$ cat config.mk
export PLATFORM = sky130hd
export DESIGN_NAME = led_pulse_ctrl
export DESIGN_NICKNAME = d
export VERILOG_FILES = /design/src/led_pulse_pkg.sv /design/src/pump_if.sv /design/src/led_pulse_ctrl.sv /design/src/pump_ratio_ctrl.sv
export SDC_FILE = /design/constraint.sdc
export NUM_CORES = 1
export LEC_CHECK = 0
export BUFFER_PORTS_ARGS = -buffer_cell sky130_fd_sc_hd__buf_4
export CAP_MARGIN = 20
export CORE_MARGIN = 5
export CORE_UTILIZATION = 55
export DETAILED_ROUTE_END_ITERATION = 16
export GPL_TIMING_DRIVEN = 0
export PLACE_DENSITY = 0.78
export SYNTH_ARGS = -nofsm -noshare
export SYNTH_HDL_FRONTEND = slang
export SYNTH_HIERARCHICAL = 1
export SYNTH_SLANG_ARGS = --single-unit
$ cat constraint.sdc
create_clock -name CLOCK -period 3.9 [get_ports CLOCK]
set_clock_uncertainty 0.1 [all_clocks]
set_input_delay 0.585 -clock CLOCK [delete_from_list [all_inputs] [get_ports CLOCK]]
set_output_delay 0.585 -clock CLOCK [all_outputs]
set_load 0.01 [all_outputs]
$ cat src/led_pulse_pkg.sv
// Constants, timing counts and state codes for the pulse programmed
// LED current controller.
// Assumes a single 50 MHz clock; long counts are overridden at the top.
`default_nettype none
package led_pulse_pkg;

  // ****************************************************************
  // Clock and timing
  // ****************************************************************
  localparam int CLK_PERIOD_NS = 20;
  localparam int SETUP_NS      = 10000;
  localparam int SETUP_CYC     = (SETUP_NS + CLK_PERIOD_NS - 1) / CLK_PERIOD_NS;
  localparam int OFF_US        = 1500;
  localparam int OFF_CYC       = (OFF_US * 1000 + CLK_PERIOD_NS - 1)
                                 / CLK_PERIOD_NS;
  localparam int APPLY_US      = 500;
  localparam int APPLY_CYC     = (APPLY_US * 1000 + CLK_PERIOD_NS - 1)
                                 / CLK_PERIOD_NS;
  localparam int FILT_US       = 500;
  localparam int FILT_CYC      = (FILT_US * 1000) / CLK_PERIOD_NS;

  // ****************************************************************
  // Widths and reset values
  // ****************************************************************
  localparam int       CNT_W      = 17;
  localparam int       NCH        = 4;
  localparam int       LVL_W      = 4;
  localparam bit [3:0] LEVEL_FULL = 4'hF;
  localparam bit [3:0] LEVEL_DEF  = 4'hF;

  typedef enum logic [1:0] {
    ST_SHUTDOWN = 2'b00,
    ST_INIT     = 2'b01,
    ST_RUN      = 2'b10
  } state_t;

endpackage : led_pulse_pkg
`default_nettype wire

$ cat src/pump_if.sv
// Signals between the main controller and the pump ratio sequencer.
// Assumes both ends sit on the same clock.
`timescale 1ns/1ps
`default_nettype none
interface pump_if;
  logic run;
  logic all_ok;
  logic supply_ok;
  logic ratio_1p5x;

  modport ctrl (output run, output all_ok, output supply_ok,
                input ratio_1p5x);
  modport pump (input run, input all_ok, input supply_ok,
                output ratio_1p5x);
endinterface : pump_if
`default_nettype wire

$ cat src/led_pulse_ctrl.sv
// Top of the pulse programmed four channel LED current controller.
// Assumes EN and all analog flags are synchronous to CLOCK.
//
// What this block does
// - EN low for 1.5 ms or more shuts the device down, shorter does not.
// - Shutdown clears all stored programming to default values.
// - Falling edges set the level register, which drives all four sinks.
// - The pump starts in 1X and stays there while all channels regulate.
// - A regulation shortfall moves the pump to 1.5X after 500 us filter.
// - In 1.5X the pump returns to 1X once the supply is sufficient.
// - A channel near the pump output is switched off with test current.
// - A disabled channel comes back once its pin drops below that level.
// - Over-temperature stops the outputs until the flag clears again.
// - The current has sixteen linear steps chosen by a 4-bit level.
// - A single falling edge in a burst selects full-scale current.
`timescale 1ns/1ps
`default_nettype none
module led_pulse_ctrl #(
  parameter int unsigned OFF_CYC   = led_pulse_pkg::OFF_CYC,
  parameter int unsigned APPLY_CYC = led_pulse_pkg::APPLY_CYC,
  parameter int unsigned FILT_CYC  = led_pulse_pkg::FILT_CYC
) (
  input  wire logic                            CLOCK,
  input  wire logic                            RST_N,
  input  wire logic                            EN,
  input  wire logic [led_pulse_pkg::NCH-1:0]   REG_OK,
  input  wire logic                            SUPPLY_OK,
  input  wire logic [led_pulse_pkg::NCH-1:0]   NEAR_VOUT,
  input  wire logic                            OVER_TEMP,
  output var  logic [led_pulse_pkg::NCH-1:0]   SINK_ON,
  output var  logic [led_pulse_pkg::NCH-1:0]   TEST_CURRENT,
  output var  logic [led_pulse_pkg::LVL_W-1:0] LEVEL,
  output var  logic                            PUMP_1P5X,
  output var  logic                            ACTIVE
);

  localparam int CW = led_pulse_pkg::CNT_W;
  localparam int NC = led_pulse_pkg::NCH;

  led_pulse_pkg::state_t  state_r;
  led_pulse_pkg::state_t  state_nxt;
  logic                   en_prev_r;
  logic [CW-1:0]          low_cnt_r;
  logic [CW-1:0]          low_cnt_nxt;
  logic [CW-1:0]          high_cnt_r;
  logic [CW-1:0]          high_cnt_nxt;
  logic [CW-1:0]          init_cnt_r;
  logic [CW-1:0]          init_cnt_nxt;
  logic [3:0]             pend_r;
  logic [3:0]             pend_nxt;
  logic                   pend_open_r;
  logic                   pend_open_nxt;
  logic [3:0]             level_r;
  logic [3:0]             level_nxt;
  logic [NC-1:0]          sink_r;
  logic [NC-1:0]          sink_nxt;
  logic [NC-1:0]          test_r;
  logic [NC-1:0]          test_nxt;
  logic                   fall;
  logic                   active_r;
  logic                   active_nxt;

  pump_if pif ();

  // ****************************************************************
  // Pulse decoder and power state
  // ****************************************************************
  assign fall = en_prev_r && !EN;

  // Edges are only counted in run, so pulses during setup are dropped
  always_comb
  begin
    state_nxt     = state_r;
    low_cnt_nxt   = '0;
    high_cnt_nxt  = '0;
    init_cnt_nxt  = '0;
    pend_nxt      = pend_r;
    pend_open_nxt = pend_open_r;
    level_nxt     = level_r;
    case (state_r)
      led_pulse_pkg::ST_SHUTDOWN:
      begin
        pend_nxt      = led_pulse_pkg::LEVEL_DEF;
        pend_open_nxt = 1'b0;
        level_nxt     = led_pulse_pkg::LEVEL_DEF;
        if (EN)
          state_nxt = led_pulse_pkg::ST_INIT;
      end
      led_pulse_pkg::ST_INIT, led_pulse_pkg::ST_RUN:
      begin
        if (!EN)
        begin
          if (low_cnt_r == CW'(OFF_CYC - 1))
            state_nxt = led_pulse_pkg::ST_SHUTDOWN;
          else
            low_cnt_nxt = low_cnt_r + 1'b1;
        end
        if (state_r == led_pulse_pkg::ST_INIT)
        begin
          if (init_cnt_r == CW'(led_pulse_pkg::SETUP_CYC - 1))
          begin
            if (EN)
              state_nxt = led_pulse_pkg::ST_RUN;
          end
          else
            init_cnt_nxt = init_cnt_r + 1'b1;
        end
        else
        begin
          // First edge loads full scale, later ones step down and wrap
          if (fall)
          begin
            pend_open_nxt = 1'b1;
            if (!pend_open_r)
              pend_nxt = led_pulse_pkg::LEVEL_FULL;
            else
              pend_nxt = pend_r - 4'h1;
          end
          else if (EN && pend_open_r)
          begin
            if (high_cnt_r == CW'(APPLY_CYC - 1))
            begin
              level_nxt     = pend_r;
              pend_open_nxt = 1'b0;
            end
            else
              high_cnt_nxt = high_cnt_r + 1'b1;
          end
        end
      end
      default:
      begin
        state_nxt = led_pulse_pkg::ST_SHUTDOWN;
      end
    endcase
  end

  // Power-up looks like shutdown; a high EN then runs the setup delay
  always_ff @(posedge CLOCK)
  begin
    if (!RST_N)
    begin
      state_r     <= led_pulse_pkg::ST_SHUTDOWN;
      en_prev_r   <= 1'b0;
      low_cnt_r   <= '0;
      high_cnt_r  <= '0;
      init_cnt_r  <= '0;
      pend_r      <= led_pulse_pkg::LEVEL_DEF;
      pend_open_r <= 1'b0;
      level_r     <= led_pulse_pkg::LEVEL_DEF;
    end
    else
    begin
      state_r     <= state_nxt;
      en_prev_r   <= EN;
      low_cnt_r   <= low_cnt_nxt;
      high_cnt_r  <= high_cnt_nxt;
      init_cnt_r  <= init_cnt_nxt;
      pend_r      <= pend_nxt;
      pend_open_r <= pend_open_nxt;
      level_r     <= level_nxt;
    end
  end

  // ****************************************************************
  // Channel enables
  // ****************************************************************
  // Test current stays on a parked channel so it can sense a return
  always_comb
  begin
    sink_nxt   = '0;
    test_nxt   = '0;
    active_nxt = (state_nxt == led_pulse_pkg::ST_RUN);
    for (int i = 0; i < NC; i++)
    begin
      if (state_nxt == led_pulse_pkg::ST_RUN && !OVER_TEMP)
      begin
        sink_nxt[i] = !NEAR_VOUT[i];
        test_nxt[i] = NEAR_VOUT[i];
      end
    end
  end

  always_ff @(posedge CLOCK)
  begin
    if (!RST_N)
    begin
      sink_r   <= '0;
      test_r   <= '0;
      active_r <= 1'b0;
    end
    else
    begin
      sink_r   <= sink_nxt;
      test_r   <= test_nxt;
      active_r <= active_nxt;
    end
  end

  // ****************************************************************
  // Pump sequencer and outputs
  // ****************************************************************
  assign pif.run       = (state_r == led_pulse_pkg::ST_RUN) && !OVER_TEMP;
  assign pif.all_ok    = &(REG_OK | ~sink_r);
  assign pif.supply_ok = SUPPLY_OK;

  pump_ratio_ctrl #(
    .FILT_CYC (FILT_CYC)
  ) u_pump (
    .CLOCK (CLOCK),
    .RST_N (RST_N),
    .pif   (pif)
  );

  assign SINK_ON      = sink_r;
  assign TEST_CURRENT = test_r;
  assign LEVEL        = level_r;
  assign PUMP_1P5X    = pif.ratio_1p5x;
  assign ACTIVE       = active_r;
endmodule : led_pulse_ctrl
`default_nettype wire

$ cat src/pump_ratio_ctrl.sv
// Charge pump ratio sequencer: 1X by default, 1.5X after a filter delay.
// Assumes regulation flags are synchronous and run drops at shutdown.
`timescale 1ns/1ps
`default_nettype none
module pump_ratio_ctrl #(
  parameter int unsigned FILT_CYC = led_pulse_pkg::FILT_CYC
) (
  input  wire logic CLOCK,
  input  wire logic RST_N,
  pump_if.pump      pif
);

  logic [led_pulse_pkg::CNT_W-1:0] cnt_r;
  logic [led_pulse_pkg::CNT_W-1:0] cnt_nxt;
  logic                            ratio_r;
  logic                            ratio_nxt;

  // ****************************************************************
  // Ratio next state
  // ****************************************************************
  // Filter counts only continuous shortfall so brief dips do not switch
  always_comb
  begin
    cnt_nxt   = '0;
    ratio_nxt = ratio_r;
    if (!pif.run)
    begin
      ratio_nxt = 1'b0;
    end
    else if (!ratio_r)
    begin
      if (!pif.all_ok)
      begin
        if (cnt_r == led_pulse_pkg::CNT_W'(FILT_CYC - 1))
          ratio_nxt = 1'b1;
        else
          cnt_nxt = cnt_r + 1'b1;
      end
    end
    else if (pif.supply_ok)
    begin
      ratio_nxt = 1'b0;
    end
  end

  // Power-up in 1X
  always_ff @(posedge CLOCK)
  begin
    if (!RST_N)
    begin
      cnt_r   <= '0;
      ratio_r <= 1'b0;
    end
    else
    begin
      cnt_r   <= cnt_nxt;
      ratio_r <= ratio_nxt;
    end
  end

  assign pif.ratio_1p5x = ratio_r;
endmodule : pump_ratio_ctrl
`default_nettype wire
## Yosys cells after proc, flatten, opt, wreduce, memory -nomap -nowiden

Index checks and enable logic that the tools add are counted.

- Bits in registers: 90
- Output and inout port bits: 14
- Bits of input ports: 13
- Word-level logic and storage cells: 87

- Reduce and logical (&&, ||, !) cells: 23
- Bitwise logic cells: 7
- Eq/ne operators: 14
- Add/sub/neg operators: 5
- Muxes and demuxes: 25

Operators with widths:

| operator | number |
|---|---|
| adder 17 x 1 -> 17 bit, second input constant | 4 |
| == test 17 x 15 -> 1 bit, second input constant | 2 |
| two-way mux 4 bit | 7 |
| == test 17 bit, second input constant | 1 |
| == test 17 x 9 -> 1 bit, second input constant | 1 |
| one-hot mux 4 bit (2 select lines) | 2 |
| two-way mux 2 bit | 6 |
| != test 2 bit, second input constant | 5 |
| two-way mux 1 bit | 8 |
| AND reduction 4 bit | 2 |
| OR reduction 4 bit | 2 |
| zero test 1 bit | 6 |
| != test 3 bit, second input constant | 2 |
| OR reduction 6 bit | 1 |
| NOT 1 bit | 5 |
| AND reduction 5 bit | 1 |
| OR reduction 5 bit | 1 |
| == test 2 bit, second input constant | 2 |
| logical AND 1 bit | 4 |
| NOT 4 bit | 1 |
| OR 4 bit | 1 |
| one-hot mux 2 bit (2 select lines) | 1 |
| AND reduction 2 bit | 2 |
| subtractor 4 x 1 -> 4 bit, second input constant | 1 |
| other kinds (6) | 6 |

## Logic depth before layout (Yosys ltp)

Gate-level depths: netlist (run 1).

- Word-level depth: 10
- Gate-level depth with buffers: 8
- Mapped depth without buffers: 7

## Hierarchy

Netlist (run 1), hierarchy kept.

Modules (own cells, without submodules):

| module | cells each | times used | sequential area each (um^2) | area each (um^2) |
|---|---|---|---|---|
| led_pulse_ctrl | 369 | 1 | 1441.4 | 3348.2 |
| pump_ratio_ctrl | 93 | 1 | 360.3 | 803.3 |

## Worst setup path before layout (run 1)

No wires, ideal clock.

- Path type: register -> register
- Start: register init_cnt_r[0]
- End: register sink_r[0], in the netlist SINK_ON[0]
- Required time: 3.714 ns
- Clock period less this slack: 1.931 ns
- Path slack: 1.969 ns
- Setup time: 0.086 ns
- Buffers on the path: 1
- Arrival: 1.745 ns
- Cell stages (with the launch flop): 7
- Path through: dfxtp_1 -> ha_1 -> and4bb_1 -> nand4_2 -> or4_1 -> buf_6 -> a221oi_2

- Cells in the longest elaborated chain, start to end: 7

RTL lines:

| element | line | source |
|---|---|---|
| start: declaration | led_pulse_ctrl.sv:47 | `logic [CW-1:0] init_cnt_r;` |
| start signal: assignment | led_pulse_ctrl.sv:158 | `init_cnt_r <= init_cnt_nxt;` |
| == test 17 x 9 -> 1 bit | led_pulse_ctrl.sv:100 | `if (init_cnt_r == CW'(led_pulse_pkg::SETUP_CYC - 1))` |
| two-way mux 2 bit | led_pulse_ctrl.sv:100 |  |
| two-way mux 2 bit | led_pulse_ctrl.sv:98 | `if (state_r == led_pulse_pkg::ST_INIT)` |
| one-hot mux 2 bit (2 select lines) | led_pulse_ctrl.sv:80 | `case (state_r)` |
| == test 2 bit | led_pulse_ctrl.sv:176 | `if (state_nxt == led_pulse_pkg::ST_RUN && !OVER_TEMP)` |
| logical AND 1 bit | led_pulse_ctrl.sv:176 |  |
| AND reduction 2 bit (no source line) | n/a |  |
| end signal: assignment | led_pulse_ctrl.sv:194 | `sink_r <= sink_nxt;` |
| end: declaration | led_pulse_ctrl.sv:55 | `logic [NC-1:0] sink_r;` |

No other way between the ends.
A chain may end at the register's enable or synchronous reset.

## Worst setup path in the final report (run 1)

- Start: register low_cnt_r[0]
- End: register low_cnt_r[10]

- Cells in the longest elaborated chain, start to end: 2
- Elaborated cells between the ends (all ways): 3
- Those cells by class: add/sub (1); eq/ne (1); reduce/logical (1)

RTL lines:

| element | line | source |
|---|---|---|
| start: declaration | led_pulse_ctrl.sv:43 | `logic [CW-1:0] low_cnt_r;` |
| start signal: assignment | led_pulse_ctrl.sv:156 | `low_cnt_r <= low_cnt_nxt;` |
| branches (longest 2 deep; another with adder 17 x 1 -> 17 bit) | n/a |  |

Several ways; the timed one is not identified.

==> flow_metrics.env, run 1 <==
export IMPL_ioPinCount=27
export IMPL_p_clk_frac=0.396
export IMPL_fin_crit_ns=2.273
export IMPL_synth_edf_count=0
export IMPL_numClockSinks=90
export IMPL_seqPwrFrac=0.569
export IMPL_critical_path_cell_chain="ha_1 > nor4bb_1 > and4_1 > or3_1 > clkbuf_1 > clkbuf_1 > nor2_1"
export IMPL_cts_max_path_buffers=2
export IMPL_area_delta_synth_final_pct=12.42
export IMPL_die_h_um=96.88
export IMPL_critPathSlowestCell="clkbuf_1"
export IMPL_start_util=0.5693
export IMPL_grt_start_max_net_pins=15
export IMPL_core_area_um2=7292
export IMPL_maxSlewViolCount=0
export IMPL_nets=521
export IMPL_grt_overflow=0
export IMPL_setup_viol=0
export IMPL_fp_dieArea_um2=9386
export IMPL_startpoint="low_cnt_r[0]"
export IMPL_ys_seq_area_frac=0.4340
export IMPL_post_route_util=0.6400
export IMPL_p_leak_nw=1.522
export IMPL_netlist_area_um2=4151
export IMPL_power_density_nw_per_um2=347.9
export IMPL_clk_pin_slew_worst_paths_ns=0.08
export IMPL_dp_hpwl_mm=5.809
export IMPL_die_w_um=96.88
export IMPL_run_status="finished, final reports clean"
export IMPL_hold_buffers=0
export IMPL_drcViolationCount=0
export IMPL_numCtsBuffers=9
export IMPL_peakVddDrop_mv=0.1939
export IMPL_clock_latency_ns=0.36
export IMPL_worst_hold_path_type="flop to flop"
export IMPL_synth_cells=462
export IMPL_synthArstFlopShare=0
export IMPL_hp_start="u_pump/cnt_r[0]"
export IMPL_grtUsageTotal=0.1738
export IMPL_gp_congestion=0.8439
export IMPL_critical_path_buf_inv_count=2
export IMPL_p_switching_w=0.0003536
export IMPL_num_vias=3391
export IMPL_port_buffers=25
export IMPL_drt_iter0_drc=130
export IMPL_ys_types=49
export IMPL_rows=31
export IMPL_maxCapViolCount=0
export IMPL_pwr_share_comb=0.035
export IMPL_cp_end_kind="flop"
export IMPL_ys_warn_count=6
export IMPL_htreeDepth=3
export IMPL_synth_seq_cells=90
export IMPL_reg2reg_from="low_cnt_r[0]"
export IMPL_grt_met2_usage=0.2967
export IMPL_cp_arrival_ns=2.41
export IMPL_p_sw_frac=0.2178
export IMPL_rsz0062_at_grt="false"
export IMPL_slew_headroom=0.5545
export IMPL_wirelength_mm=8.062
export IMPL_grt_pass1_wl_mm=14.11
export IMPL_cts_tree="built"
export IMPL_timing_worst_setup_path_type="flop to flop"
export IMPL_required_ns=4.03
export IMPL_cts_root_buf="clkbuf_8"
export IMPL_busiest_layer="met2"
export IMPL_crit_family="simple AND/OR/NAND/NOR gates"
export IMPL_worstMarginPinSlew_ns=0.6682
export IMPL_grt_pass1_vias=3241
export IMPL_synth_ff_type="dfxtp_1"
export IMPL_via_per_inst=5.633
export IMPL_antenna_found_initial=0
export IMPL_hold_violations=0
export IMPL_setup_tns_ns=0
export IMPL_worstPathMaxFanout=10
export IMPL_avgSynthCellArea_um2=8.986
export IMPL_critPathLaunchType="flop"
export IMPL_cts_setup_buffers=0
export IMPL_gr_usage_met1=0.2109
export IMPL_max_freq_mhz=440.0
export IMPL_wl_per_cell_um=13.39
export IMPL_cpPeakStageDelay_ns=0.39
export IMPL_cts_resized=0
export IMPL_antenna_cells=0
export IMPL_internal_power_w=0.001270
export IMPL_met3_usage=0.04245
export IMPL_period_share=0.5828
export IMPL_synth_nets=485
export IMPL_ant_nets=0
export IMPL_drive_above_1_share=0.1511
export IMPL_drt_pass1_iterations=4
export IMPL_crit_path_frequent_cell="clkbuf_1"
## worst register-to-register path, cell delays in order, from the launching register on
cell and delay, ns:
dfxtp_1 0.38, ha_1 0.21, nor4bb_1 0.27, and4_1 0.30, or3_1 0.13, clkbuf_1 0.30
clkbuf_1 0.39, nor2_1 0.09
## synthesized netlist by cell type (2+ instances only)
cell type	count	area, um2
and4_1	9	78.83
nand3_1	26	130.1
dfxtp_1	90	1802
a221oi_2	8	120.1
ha_1	10	125.1
buf_6	2	22.52
nor4_2	2	25.02
nand4_1	15	93.84
buf_2	4	20.02
a21oi_1	25	125.1
o21ai_0	20	100.1
and4b_1	3	30.03
or4_4	2	22.52
nand2_1	23	86.33
or3_1	13	81.33
inv_1	22	82.58
nor4bb_1	2	20.02
xor2_1	23	201.4
and3_1	7	43.79
clkbuf_1	7	26.28
a211oi_1	4	30.03
nor4_1	4	25.02
nand2b_1	6	37.54
nor2_1	58	217.7
or2_2	11	68.82
xnor2_1	18	157.7
or4_1	11	82.58
nor3_1	9	45.04
o31ai_1	8	60.06
## cell type report
class,count,area (um2)
Clock buffer,11,151.4
Tap cell,99,123.9
Timing Repair Buffer,25,187.7
Multi-Input combinational cell,336,2191
Clock inverter,5,52.55
Fill cell,633,2625
Buffer,14,76.32
Sequential cell,90,1802
Inverter,22,82.58
## through the flow
stage / std cells / area, um2 / setup slack (ns) / hold slack, ns / power [W]
after floorplan: 462 / 4151 / 1.969 / 0.3175 / 0.0009816
after global placement: 586 / 4463 / 1.644 / 0.3330 / 0.001001
after detailed placement: 586 / 4463 / 1.622 / 0.3408 / 0.001002
after CTS: 602 / 4667 / 1.605 / 0.3540 / 0.001645
after global routing: 602 / 4667 / 1.396 / 0.3698 / 0.001694
final: 602 / 4667 / 1.627 / 0.3506 / 0.001624
## final timing paths
kind | endpoint | slack (ns) | cells past startpoint
max | low_cnt_r[10] | 1.63 | 7
min reg2reg | u_pump/cnt_r[0] | 0.35 | 1
max reg2reg | low_cnt_r[10] | 1.63 | 7
min | u_pump/cnt_r[0] | 0.35 | 1
## cells in the final DEF, fill, tap and decap left out, drive strengths merged, types with 4 or more instances in the layout
cell	count
nor2	58
xnor2	18
clkbuf	18
or3	13
o21ai	21
nand2	23
nor3	9
a221oi	9
nand3	26
xor2	23
nand4	16
dfxtp	90
nand2b	6
and3	7
a21oi	25
or4	13
buf	32
and4	9
inv	22
ha	10
or2	11
o31ai	8
a211oi	4
nor4	7
## state kept, by name (all words and copies together), names as in the netlist, 4 cells and up
signal        count
LEVEL             4
SINK_ON           4
TEST_CURRENT      4
high_cnt_r       17
init_cnt_r       17
low_cnt_r        17
pend_r            4
u_pump/cnt_r     17
## cell families (layout without fill, tap and decap cells)
| family | Yosys count | after routing | share of synthesized area |
|---|---|---|---|
| AO/OA/AOI/OAI | 75 | 75 | 0.1257 |
| XOR/XNOR | 41 | 41 | 0.08650 |
| adder cells (fa/ha/maj) | 10 | 10 | 0.03014 |
| buffers and inverters | 36 | 77 | 0.03828 |
| flip-flops | 90 | 90 | 0.4340 |
| AND/OR/NAND/NOR | 210 | 210 | 0.2854 |
## layer usage
layer | share of wire | vias up
met5 | 0 | -
met4 | 0.0092 | 0
met3 | 0.039 | 9
met2 | 0.48 | 54
met1 | 0.47 | 1595
li1 | - | 1733
## power groups by stage
stage          combinational, W  clock (W)  sequential, W
2_1_floorplan         0.0000365          0       0.000945
3_3_place_gp          0.0000550          0       0.000946
3_5_place_dp          0.0000568          0       0.000946
4_1_cts               0.0000570   0.000664       0.000924
5_1_grt               0.0000635   0.000706       0.000925
6_report              0.0000570   0.000643       0.000924
Power figures use the tool's default switching activity.
==> inputs of run 2 (changes only) <==
==> constraint.sdc (replaced) <==
create_clock -name CLOCK -period 2.2 [get_ports CLOCK]
set_clock_uncertainty 0.1 [all_clocks]
set_input_delay 0.33 -clock CLOCK [delete_from_list [all_inputs] [get_ports CLOCK]]
set_output_delay 0.33 -clock CLOCK [all_outputs]
set_load 0.01 [all_outputs]
==> run 2 against run 1 <==
Against the previous run:
- sequential share of layout area shrank 0.24 points
- fmax grew 8.5%
- design area grew 0.78%
- combinational power grew 79%
- hold slack lost 0.23 ns
- total power grew 78%
- utilization grew 0.50 points
- register-to-register slack lost 1.5 ns
- clock power grew 77%
- wire length grew 0.32%
- sequential power grew 77%
==> flow_metrics.env, run 2 (same netlist as run 1, synthesis figures left out) <==
export IMPL_hold_depth=3
export IMPL_setup_tns_ns=0
export IMPL_drive_above_1_share=0.1687
export IMPL_grt_pass1_vias=3241
export IMPL_cpPeakStageDelay_ns=0.54
export IMPL_placed_cell_area_um2=4463
export IMPL_area_delta_synth_final_pct=13.29
export IMPL_rows=31
export IMPL_run_status="finished, final reports clean"
export IMPL_drcViolationCount=0
export IMPL_r2r_slack_ns=0.10
export IMPL_clock_latency_ns=0.36
export IMPL_setup_viol=0
export IMPL_numClockSinks=90
export IMPL_cp_arrival_ns=2.26
export IMPL_grtUsageTotal=0.1738
export IMPL_pre_cts_ws_ns=-0.07824
export IMPL_max_freq_mhz=477.3
export IMPL_worst_slack_ns=0.1047
export IMPL_worstMarginPinSlew_ns=0.6755
export IMPL_ant_nets=0
export IMPL_power_density_nw_per_um2=613.3
export IMPL_core_area_um2=7292
export IMPL_grt_pass1_wl_mm=14.11
export IMPL_fp_dieArea_um2=9386
export IMPL_fin_crit_ns=2.095
export IMPL_dp_hpwl_mm=5.809
export IMPL_antenna_found_initial=0
export IMPL_timing_worst_setup_path_type="flop to flop"
export IMPL_hold_violations=0
export IMPL_cts_tree="built"
export IMPL_numCtsBuffers=9
export IMPL_p_leak_nw=1.545
export IMPL_wirelength_mm=8.088
export IMPL_die_w_um=96.88
export IMPL_critical_path_buf_inv_count=1
export IMPL_nets=522
export IMPL_grt_overflow=0
export IMPL_period_share=0.9524
export IMPL_final_cell_mix="dfxtp_1, nor2_1, buf_4"
export IMPL_hold_end="SINK_ON[2]"
export IMPL_drt_iter0_drc=120
export IMPL_fillerInstances=632
export IMPL_grt_start_max_net_pins=15
export IMPL_critPathLaunchType="flop"
export IMPL_slew_headroom=0.5497
export IMPL_die_h_um=96.88
export IMPL_crit_family="simple AND/OR/NAND/NOR gates"
export IMPL_port_buffers=25
export IMPL_gp_congestion=0.8439
export IMPL_timing_rr_end="SINK_ON[0]"
export IMPL_worstPathMaxFanout=10
export IMPL_worst_hold_path_type="primary input to flop"
export IMPL_cts_max_path_buffers=2
export IMPL_reg2reg_from="init_cnt_r[0]"
export IMPL_drt_pass1_iterations=4
export IMPL_hold_buffers=0
export IMPL_antenna_cells=0
export IMPL_critPathSlowestCell="or4_4"
export IMPL_maxCapViolCount=0
export IMPL_cp_end_kind="flop"
export IMPL_htreeDepth=3
export IMPL_cts_root_buf="clkbuf_8"
export IMPL_clk_pin_slew_worst_paths_ns=0.09
export IMPL_num_vias=3379
export IMPL_final_common_cell="dfxtp_1"
export IMPL_maxSlewViolCount=0
export IMPL_hp_start="NEAR_VOUT[2]"
export IMPL_fin_total_pwr_w=0.002884
export IMPL_reg2regPathDepth=6
export IMPL_peakVddDrop_mv=0.3432
export IMPL_critical_path_cell_chain="ha_2 > and4bb_1 > nand4_2 > or4_4 > buf_6 > a221oi_2"
export IMPL_required_ns=2.37
export IMPL_start_util=0.5693
export IMPL_ioPinCount=27
export IMPL_fin_area_um2=4703
export IMPL_wl_per_cell_um=13.41
export IMPL_via_per_inst=5.604
-- run 2: cell types whose count changed in the layout (fill, tap and decap cells not counted), sizes merged --
cell    change
clkbuf      -1
buf         +2
-- run 2: what timing repair did --
item | CTS | global route
gates resized for setup | 1 | 8
endpoints found under the setup margin | 10 | 31
gates cloned | 0 | 0
buffers inserted | 0 | 2
pin swaps | 0 | 1
-- run 2: where the power goes --
group / switching, W / internal [W] / total, W
logic: 0.0000631 / 0.0000392 / 0.000102
clock network: 0.000563 / 0.000581 / 0.00114
registers: 0.00000544 / 0.00163 / 0.00164
total: 0.000632 / 0.00225 / 0.00288
-- run 2: layout make-up --
type	count	area, um2	area share
Multi-Input combinational cell	336	2211	0.4701
Buffer	13	75.07	0.01596
Clock inverter	5	52.55	0.01117
Tap cell	99	123.9	0.02634
Sequential cell	90	1804	0.3836
Inverter	22	82.58	0.01756
Clock buffer	11	151.4	0.03219
Timing Repair Buffer	27	202.7	0.04310
-- run 2: per-stage QoR --
| step | cells | utilization | hold WS [ns] |
|---|---|---|---|
| after floorplan | 462 | - | 0.3175 |
| after global placement | 586 | 0.6120 | 0.3330 |
| after detailed placement | 586 | 0.6120 | 0.3408 |
| after CTS | 602 | 0.6402 | 0.1016 |
| after global routing | 603 | 0.6450 | 0.1148 |
| final | 603 | 0.6450 | 0.1216 |
-- run 2: layer usage --
layer,part of all wire,vias up,global-route usage
li1,-,1734,-
met1,0.47,1594,0.2109
met3,0.039,8,0.04245
met4,0.0094,0,0.06479
met5,0,-,0
met2,0.48,43,0.2967
-- run 2: how the worst max path moves through the flow --
stage	startpoint	endpoint	slack, ns	depth (start not counted)
CTS	low_cnt_r[0]	low_cnt_r[10]	0.04	7
global route	init_cnt_r[0]	TEST_CURRENT[2]	-0.002	6
finish	init_cnt_r[0]	SINK_ON[0]	0.10	6
detailed placement	low_cnt_r[0]	low_cnt_r[10]	-0.08	7
global placement	low_cnt_r[0]	low_cnt_r[6]	-0.06	7
floorplan	init_cnt_r[0]	SINK_ON[0]	0.27	6
-- run 2: worst min-delay path: stages --
cell and delay (ns):
buf_4 0.08, or2_2 0.10, a221oi_2 0.03
